$ cat config.mk
export PLATFORM = sky130hd
export DESIGN_NAME = shc_tx_encoder_flat
export DESIGN_NICKNAME = d
export VERILOG_FILES = /design/src/rtl/shc_pkg.sv /design/src/rtl/shc_link_if.sv /design/src/rtl/shc_tx_encoder.sv /design/src/flat_wrapper.sv
export VERILOG_INCLUDE_DIRS = /design/src /design/src/rtl
export SDC_FILE = /design/constraint.sdc
export NUM_CORES = 1
export LEC_CHECK = 0
export ABC_AREA = 1
export BUFFER_PORTS_ARGS = -buffer_cell sky130_fd_sc_hd__buf_2
export CORE_UTILIZATION = 40
export CTS_CLUSTER_SIZE = 10
export DETAILED_ROUTE_END_ITERATION = 6
export HOLD_SLACK_MARGIN = 0.1
export PLACE_DENSITY = 0.55
export SYNTH_ARGS = -nofsm -noshare
export SYNTH_HDL_FRONTEND = slang
export SYNTH_SLANG_ARGS = --single-unit
$ cat constraint.sdc
create_clock -name clk_sys -period 11.15 [get_ports clk_sys]
set_input_delay 2.23 -clock clk_sys [delete_from_list [all_inputs] [get_ports clk_sys]]
set_output_delay 2.23 -clock clk_sys [all_outputs]
set_load 0.02 [all_outputs]
$ cat src/rtl/shc_consts.svh
// shc_consts.svh: numeric constants of the sync header stream encoder and checker.
// assumes inclusion by bare name from the package and both link ends.
`ifndef SHC_CONSTS_SVH
`define SHC_CONSTS_SVH

// ----------------------------------------------------------------
// sync header stream select codes
// ----------------------------------------------------------------
`define SHC_MODE_CRC 2'h0
`define SHC_MODE_FEC 2'h2

// ----------------------------------------------------------------
// parity generators (low terms, top term implied by width)
// ----------------------------------------------------------------
`define SHC_CRC_W    12
`define SHC_FEC_W    26
`define SHC_CRC_POLY 26'h000030f
`define SHC_FEC_POLY 26'h0220211

// ----------------------------------------------------------------
// block, multiblock and stream layout
// ----------------------------------------------------------------
`define SHC_BLK_W      64
`define SHC_MB_LAST    5'h1f
`define SHC_EXTENDED_MULTIBLOCK_END_FLAG_POS  22
`define SHC_PILOT      5'h01
`define SHC_SH_ONE     2'h1
`define SHC_SH_ZERO    2'h2
`define SHC_SCR_TAP_A  38
`define SHC_SCR_TAP_B  57
`define SHC_FEC_CONFIRM 4

`endif

$ cat src/rtl/shc_pkg.sv
// shc_pkg.sv: types and the shared parity update for both link ends.
// assumes shc_consts.svh on the include path.
`include "shc_consts.svh"

package shc_pkg;

    typedef logic [25:0] shc_par_t;
    typedef logic [31:0] shc_word_t;

    typedef enum logic [2:0] {
        SHC_HUNT  = 3'b001,
        SHC_CHECK = 3'b010,
        SHC_LOCK  = 3'b100
    } shc_align_t;

    // ----------------------------------------------------------------
    // bit-serial divide of one block, first sent bit is data[63]
    // ----------------------------------------------------------------
    function automatic shc_par_t shc_par_upd(input shc_par_t s_in,
                                             input logic [63:0] d,
                                             input logic [1:0] mode);
        shc_par_t s;
        shc_par_t poly;
        int       w;
        logic     fb;
        s    = s_in;
        poly = (mode == `SHC_MODE_FEC) ? `SHC_FEC_POLY : `SHC_CRC_POLY;
        w    = (mode == `SHC_MODE_FEC) ? `SHC_FEC_W : `SHC_CRC_W;
        for (int i = `SHC_BLK_W - 1; i >= 0; i--) begin
            fb = d[i] ^ s[w-1];
            s  = s << 1;
            if (w < `SHC_FEC_W) begin
                s[`SHC_FEC_W-1:`SHC_CRC_W] = '0;
            end
            if (fb) begin
                s = s ^ poly;
            end
        end
        return s;
    endfunction

endpackage

$ cat src/rtl/shc_link_if.sv
// shc_link_if.sv: 66-bit block link between the stream encoder and its checker.
// assumes both ends run on one shared clock; one block per valid cycle.
`timescale 1ns/1ps

interface shc_link_if;
    logic        blk_valid;
    logic [1:0]  sync_hdr;
    logic [63:0] payload;

    modport tx (
        output blk_valid,
        output sync_hdr,
        output payload
    );

    modport rx (
        input  blk_valid,
        input  sync_hdr,
        input  payload
    );
endinterface

$ cat src/rtl/shc_tx_encoder.sv
// shc_tx_encoder.sv: transmit end, scrambles blocks and builds the sync header stream.
// assumes a sync reset before traffic and blocks offered by valid/ready on clk_sys.
`timescale 1ns/1ps
`include "shc_consts.svh"

module shc_tx_encoder
    import shc_pkg::*;
(
    // clock and reset
    input  wire logic        clk_sys,
    input  wire logic        rst,
    // user block input
    input  wire logic        blk_in_valid,
    input  wire logic [63:0] blk_in_data,
    output logic             blk_in_ready,
    // configuration
    input  wire logic [1:0]  sync_header_stream_select,
    input  wire logic [4:0]  ext_mb_count,
    // status
    output logic             mb_end,
    output shc_par_t         last_parity,
    // link
    shc_link_if.tx           link
);

    // ----------------------------------------------------------------
    // stream mapping
    // ----------------------------------------------------------------
    // returns stream word indexed by stream position; extended_multiblock_end_flag left zero
    function automatic shc_word_t shc_build(input logic [1:0] mode,
                                           input shc_par_t par);
        shc_word_t w;
        w = '0;
        if (mode == `SHC_MODE_FEC) begin
            for (int n = 0; n < 22; n++) begin
                w[n] = par[25-n];
            end
            for (int n = 23; n < 27; n++) begin
                w[n] = par[26-n];
            end
        end else begin
            for (int g = 0; g < 4; g++) begin
                for (int k = 0; k < 3; k++) begin
                    w[4*g+k] = par[11-3*g-k];
                end
                w[4*g+3] = 1'b1;
            end
            w[19] = 1'b1;
            w[21] = 1'b1;
            w[23] = 1'b1;
            w[18:16] = 3'h0;
            w[20]    = 1'b0;
            w[26:24] = 3'h0;
        end
        w[31:27] = {1'b1, 4'h0};
        return w;
    endfunction

    // ----------------------------------------------------------------
    // self-synchronous scrambler, 1 + x^39 + x^58
    // ----------------------------------------------------------------
    function automatic logic [121:0] shc_scramble(input logic [57:0] st_in,
                                                 input logic [63:0] d);
        logic [57:0] st;
        logic [63:0] q;
        st = st_in;
        q  = '0;
        for (int i = 63; i >= 0; i--) begin
            q[i] = d[i] ^ st[`SHC_SCR_TAP_A] ^ st[`SHC_SCR_TAP_B];
            st   = {st[56:0], q[i]};
        end
        return {st, q};
    endfunction

    // ----------------------------------------------------------------
    // state
    // ----------------------------------------------------------------
    logic        take;
    logic        blk_last;
    logic [4:0]  blk_idx;
    logic [4:0]  mb_idx;
    logic [4:0]  mb_last_idx;
    logic        extended_multiblock_end_flag_cur;
    logic [1:0]  mode_q;
    logic [57:0] scr_state;
    logic [57:0] next_scr_state;
    logic [63:0] next_scrambled;
    shc_par_t    acc;
    shc_par_t    next_acc;
    shc_word_t   stream_q;
    logic        next_sbit;

    assign take     = blk_in_valid && blk_in_ready;
    assign blk_last = blk_idx == `SHC_MB_LAST;
    // an extended-multiblock count of zero behaves as one
    assign mb_last_idx = (ext_mb_count == 5'h00) ? 5'h00 : ext_mb_count - 5'h01;
    assign extended_multiblock_end_flag_cur   = mb_idx == mb_last_idx;

    assign {next_scr_state, next_scrambled} = shc_scramble(scr_state, blk_in_data);

    assign next_acc = shc_par_upd(acc, next_scrambled, mode_q);

    // stream bit n in block n
    assign next_sbit = (blk_idx == 5'(`SHC_EXTENDED_MULTIBLOCK_END_FLAG_POS)) ? extended_multiblock_end_flag_cur : stream_q[blk_idx];

    // ----------------------------------------------------------------
    // acceptance: no internal stall, ready once out of reset
    // ----------------------------------------------------------------
    always_ff @(posedge clk_sys) begin
        if (rst) begin
            blk_in_ready <= 1'b0;
        end else begin
            blk_in_ready <= 1'b1;
        end
    end

    // ----------------------------------------------------------------
    // block and multiblock counters
    // ----------------------------------------------------------------
    always_ff @(posedge clk_sys) begin
        if (rst) begin
            blk_idx <= 5'h00;
            mb_idx  <= 5'h00;
        end else if (take) begin
            blk_idx <= blk_idx + 5'h01;
            if (blk_last) begin
                mb_idx <= extended_multiblock_end_flag_cur ? 5'h00 : mb_idx + 5'h01;
            end
        end
    end

    // ----------------------------------------------------------------
    // scrambler state
    // ----------------------------------------------------------------
    always_ff @(posedge clk_sys) begin
        if (rst) begin
            scr_state <= {58{1'b1}};
        end else if (take) begin
            scr_state <= next_scr_state;
        end
    end

    // ----------------------------------------------------------------
    // mode: changes only at a multiblock border so one multiblock is
    // never divided by two generators
    // ----------------------------------------------------------------
    always_ff @(posedge clk_sys) begin
        if (rst) begin
            // first multiblock after reset already uses the selected generator
            mode_q <= (sync_header_stream_select == `SHC_MODE_FEC) ?
                      `SHC_MODE_FEC : `SHC_MODE_CRC;
        end else if (take && blk_last) begin
            // other codes fall back to crc
            mode_q <= (sync_header_stream_select == `SHC_MODE_FEC) ?
                      `SHC_MODE_FEC : `SHC_MODE_CRC;
        end
    end

    // ----------------------------------------------------------------
    // parity accumulation and hand-off to the next multiblock
    // ----------------------------------------------------------------
    always_ff @(posedge clk_sys) begin
        if (rst) begin
            acc         <= '0;
            last_parity <= '0;
            stream_q    <= shc_build(`SHC_MODE_CRC, '0);
        end else if (take) begin
            if (blk_last) begin
                // read after 2048 bits, then clear
                acc         <= '0;
                last_parity <= next_acc;
                stream_q    <= shc_build(mode_q, next_acc);
            end else begin
                acc <= next_acc;
            end
        end
    end

    // ----------------------------------------------------------------
    // link output
    // ----------------------------------------------------------------
    always_ff @(posedge clk_sys) begin
        if (rst) begin
            link.blk_valid <= 1'b0;
            link.sync_hdr  <= `SHC_SH_ZERO;
            link.payload   <= '0;
            mb_end         <= 1'b0;
        end else begin
            link.blk_valid <= take;
            mb_end         <= take && blk_last;
            if (take) begin
                link.sync_hdr <= next_sbit ? `SHC_SH_ONE : `SHC_SH_ZERO;
                link.payload  <= next_scrambled;
            end
        end
    end

    // detection latency floors (46 blocks crc, 58 fec) follow from the
    // parity riding the next multiblock; nothing here shortens them.
    // latency set by one-multiblock delay

endmodule

$ cat src/flat_wrapper.sv
// flat-port wrapper written by rule: the top's interface ports become plain ports
module shc_tx_encoder_flat import shc_pkg::*;
  (clk_sys, rst, blk_in_valid, blk_in_data, blk_in_ready, sync_header_stream_select, ext_mb_count, mb_end, last_parity, link_blk_valid, link_sync_hdr, link_payload);
  shc_link_if link_i ();
  input  wire logic clk_sys;
  input  wire logic rst;
  input  wire logic blk_in_valid;
  input  wire logic [63:0] blk_in_data;
  output logic blk_in_ready;
  input  wire logic [1:0] sync_header_stream_select;
  input  wire logic [4:0] ext_mb_count;
  output logic mb_end;
  output shc_par_t last_parity;
  output wire logic [$bits(link_i.blk_valid)-1:0] link_blk_valid;
  output wire logic [$bits(link_i.sync_hdr)-1:0] link_sync_hdr;
  output wire logic [$bits(link_i.payload)-1:0] link_payload;
  assign link_blk_valid = link_i.blk_valid;
  assign link_sync_hdr = link_i.sync_hdr;
  assign link_payload = link_i.payload;
  shc_tx_encoder u_core (.clk_sys(clk_sys), .rst(rst), .blk_in_valid(blk_in_valid), .blk_in_data(blk_in_data), .blk_in_ready(blk_in_ready), .sync_header_stream_select(sync_header_stream_select), .ext_mb_count(ext_mb_count), .mb_end(mb_end), .last_parity(last_parity), .link(link_i));
endmodule
==> results by group <==
Worst hold path
  • Hold Crit Class: register to register
  • Hold Path Depth: 2

Clocking
  • Clock Pin Slew Worst Setup and Hold Paths: about 0.06 ns
  • H-tree levels: 1
  • Num CTS Buffers: 29
  • CTS root buf: clkbuf_16
  • Hold buffers post-CTS: 0
  • Maximum buffer depth of the clock tree: 3
  • CTS tree: done
  • Clk sink count: approximately 220
  • Worst skew pair latency: approximately 0.62 ns

Synth
  • Syn avg cell area: 6.50 um2
  • Netlist cell types: 65
  • Post-synthesis cell count: 3,556
  • #FFs+latches synth: 216
  • EDFF count, synth: 1
  • Ys flop type: dfxtp_1
  • Most frequent cell after synthesis: nand2_1
  • Synthesis Warnings: 0
  • Register area share after synthesis: 0.187
  • Compound-cell area share of the yosys netlist: 0.0946
  • Synth top cells by count: nand2_1 (1,154), nand3_1 (492), nand2_2 (219)
  • Post-synth top area cell: nand2_1
  • Synth Area in Simple Gates: 0.515
  • Synth area leaders: nand2_1 (19%), dfxtp_1 (19%), nand3_1 (11%)
  • Synth top area share: 0.187
  • Post-synthesis adder-cell area fraction: 0.00433
  • Mapped Area: 0.0231 mm2
  • Post-synthesis async set-or-reset flop share: 0
  • Post-Synthesis Net Count: roughly 3.6k
  • Largest family of logic cells by synthesized area: simple AND/OR/NAND/NOR gates
  • Mux cell area share after synthesis: 0.00222
  • XOR/XNOR Fraction of Synth Area: 0.0991

Routing
  • Drc violations: 0
  • Via count: 26.7k
  • WL per Instance: around 19 um
  • Met1 Wirelength: approximately 43,000 um
  • Top Layer Used: met4
  • Initial DRT Pass Iterations: 5
  • Met2 WL: 43,800 um
  • Vias per Instance: 5.25
  • Met3 routed WL: about 6700 um
  • DR iter-0 viols: 1,985
  • Final wirelength: a little under 100,000 um
  • Post-route ant nets: 0

Placed design
  • Input/output buffers: ~170
  • Routability cong.: 0.968
  • Placement-stage cell area: about 0.029 mm2
  • HPWL Detailed: 73,100 um

Global routing
  • Total Routing Usage GR: 0.311
  • Remaining global-route overflow: 0
  • Global-route wire length before repair: around 140,000 um
  • Largest net degree at the start of global routing: between 100 and 150
  • Vias in the first global route: around 25k
  • Initial antenna violation count: 0

Cells and area
  • Share of cells above drive strength 1: 0.480
  • Fin util: 0.611
  • Diodes inserted: 0
  • Design Area, Final: roughly 0.035 mm2
  • Area grow syn2layout: 49.9%
  • Layout Nets: ~4.4k
  • Multi-input gate area: approximately 0.021 mm2
  • Seq. cell area: about 0.0043 mm2
  • Filler Cell Count: 5,181

STA
  • Total negative slack: -134.87 ns
  • Period minus WS final: ~13 ns
  • Max Fclk: between 70 and 80 MHz
  • RSZ-0062 raised after global routing: yes
  • Count of pins over their slew limit: 0
  • Setup ws final: -2.02 ns
  • Final setup fails: 78
  • Slew margin rel.: 0.139
  • Hold Worst Slack: ~0.45 ns
  • Final Cycle Share: 1.18
  • Measured slew at the worst slew-check pin: 1.28 ns
  • Fin Clk Skew: approximately 0.035 ns
  • Final Hold Violating Endpoints: 0

Critical path
  • Critical path arrival: approximately 14 ns
  • Setup crit end kind: register
  • Largest stage delay, worst path: 0.26 ns
  • Startpoint types: input pin
  • CP Class: input pin to register
  • Slowest stage cell, crit path: xor2_1
  • Worst Path Required: around 12 ns
  • Worst-path fanout max: 5
  • Most frequent CP cell: buf_4
  • Worst r2r path cells: 99

Floorplan
  • Die W: between 200 and 250 um
  • Die Y-Extent: roughly 240 um
  • Total core area: between 0.05 and 0.06 mm2
  • # IOs: 169
  • Die ar.: 0.0588 mm2
  • FP Rows: 87
  • Initial Util: 0.408

Outcome
  • Failing checks: setup timing
  • Status: finished, violations left

Run
  • Max Cap Viol: 0
## metal layers
metal,global-route usage,vias up
li1,-,13100
met1,0.435,12500
met2,0.496,930
met3,0.0336,166
met4,0.0961,0
met5,0,-
## path summary, 6_finish.rpt
check	from	to	slack, ns
setup / recovery	blk_in_data[63]	u_core.stream_q[14]$_SDFFE_PP0P_	-2.02
hold / removal	u_core.last_parity[3]$_SDFFE_PP0P_	u_core.last_parity[3]$_SDFFE_PP0P_	0.45
setup reg to reg	u_core.mode_q[1]$_DFFE_PP_	u_core.stream_q[14]$_SDFFE_PP0P_	-1.03
hold reg to reg	u_core.last_parity[3]$_SDFFE_PP0P_	u_core.last_parity[3]$_SDFFE_PP0P_	0.45
## what timing repair did
action,CTS,global route
gates resized for setup,388,435
pin swaps,170,300
endpoints found under the setup margin,78,78
setup buffers,103,48
## critical path: cells and delay by family
| kind | cells | cell delay (ns) |
|---|---|---|
| buffers and inverters | 27 | 3.31 |
| XOR/XNOR | 6 | 1.17 |
| AND/OR/NAND/NOR | 62 | 6.43 |
| AO/OA/AOI/OAI | 5 | 0.57 |
## kinds of logic (layout without fill, tap and decap cells)
logic type	count (synthesis)	count (layout)
AND/OR/NAND/NOR	2288	2288
flip-flops	216	216
XOR/XNOR	251	251
multiplexers	5	5
adder cells (fa/ha/maj)	8	8
AO/OA/AOI/OAI	397	397
buffers and inverters	391	1171
## layout by cell type, fill, tap and decap left out, types with 8 or more instances in the layout
cell type and count:
o21ai_2 25, dfxtp_1 215, inv_1 193, inv_4 8, nand3b_1 9, buf_12 17, nand3_2 256, o211ai_1 20
buf_4 634, nand2_8 28, xor2_2 20, o21ai_0 84, a21oi_1 177, a21oi_2 20, or2_2 11, nor2_1 65
nor2_2 11, nand3_1 246, nand4_1 18, xor2_1 158, or2_1 14, buf_6 46, xnor2_1 61, nand2_4 231
clkbuf_16 29, nand3_4 158, nand2_1 902, nand2_2 316, o21ai_1 37, inv_2 50, buf_2 165
## layout make-up
| class | count | area share |
|---|---|---|
| multi-input combinational | 2949 | 0.605 |
| timing repair buffer | 863 | 0.186 |
| sequential | 216 | 0.125 |
| inverter | 262 | 0.0303 |
| tap | 756 | 0.0273 |
| clock buffer | 37 | 0.0224 |
| clock inverter | 9 | 0.00350 |
## metrics by stage
step | cells | worst slack (ns)
6_report | 5092 | -2.02
5_1_grt | 5092 | -2.66
4_1_cts | 5044 | -1.46
3_5_place_dp | 4895 | -2.50
3_3_place_gp | 4895 | -2.46
2_1_floorplan | 3556 | -0.460
## flip-flops by register name, indices dropped and copies added, names as in the netlist
name,cells
u_core.last_parity,26
u_core.scr_state,58
u_core.blk_idx,5
u_core.mb_end,1
u_core.blk_in_ready,1
u_core.link.blk_valid,1
u_core.mode_q,1
u_core.link.sync_hdr,2
u_core.mb_idx,5
u_core.stream_q,26
u_core.acc,26
u_core.link.payload,64
Power is left out: the tool's default activity adds up to more than one toggle a clock period on the data nets, which glitch-free logic cannot reach.
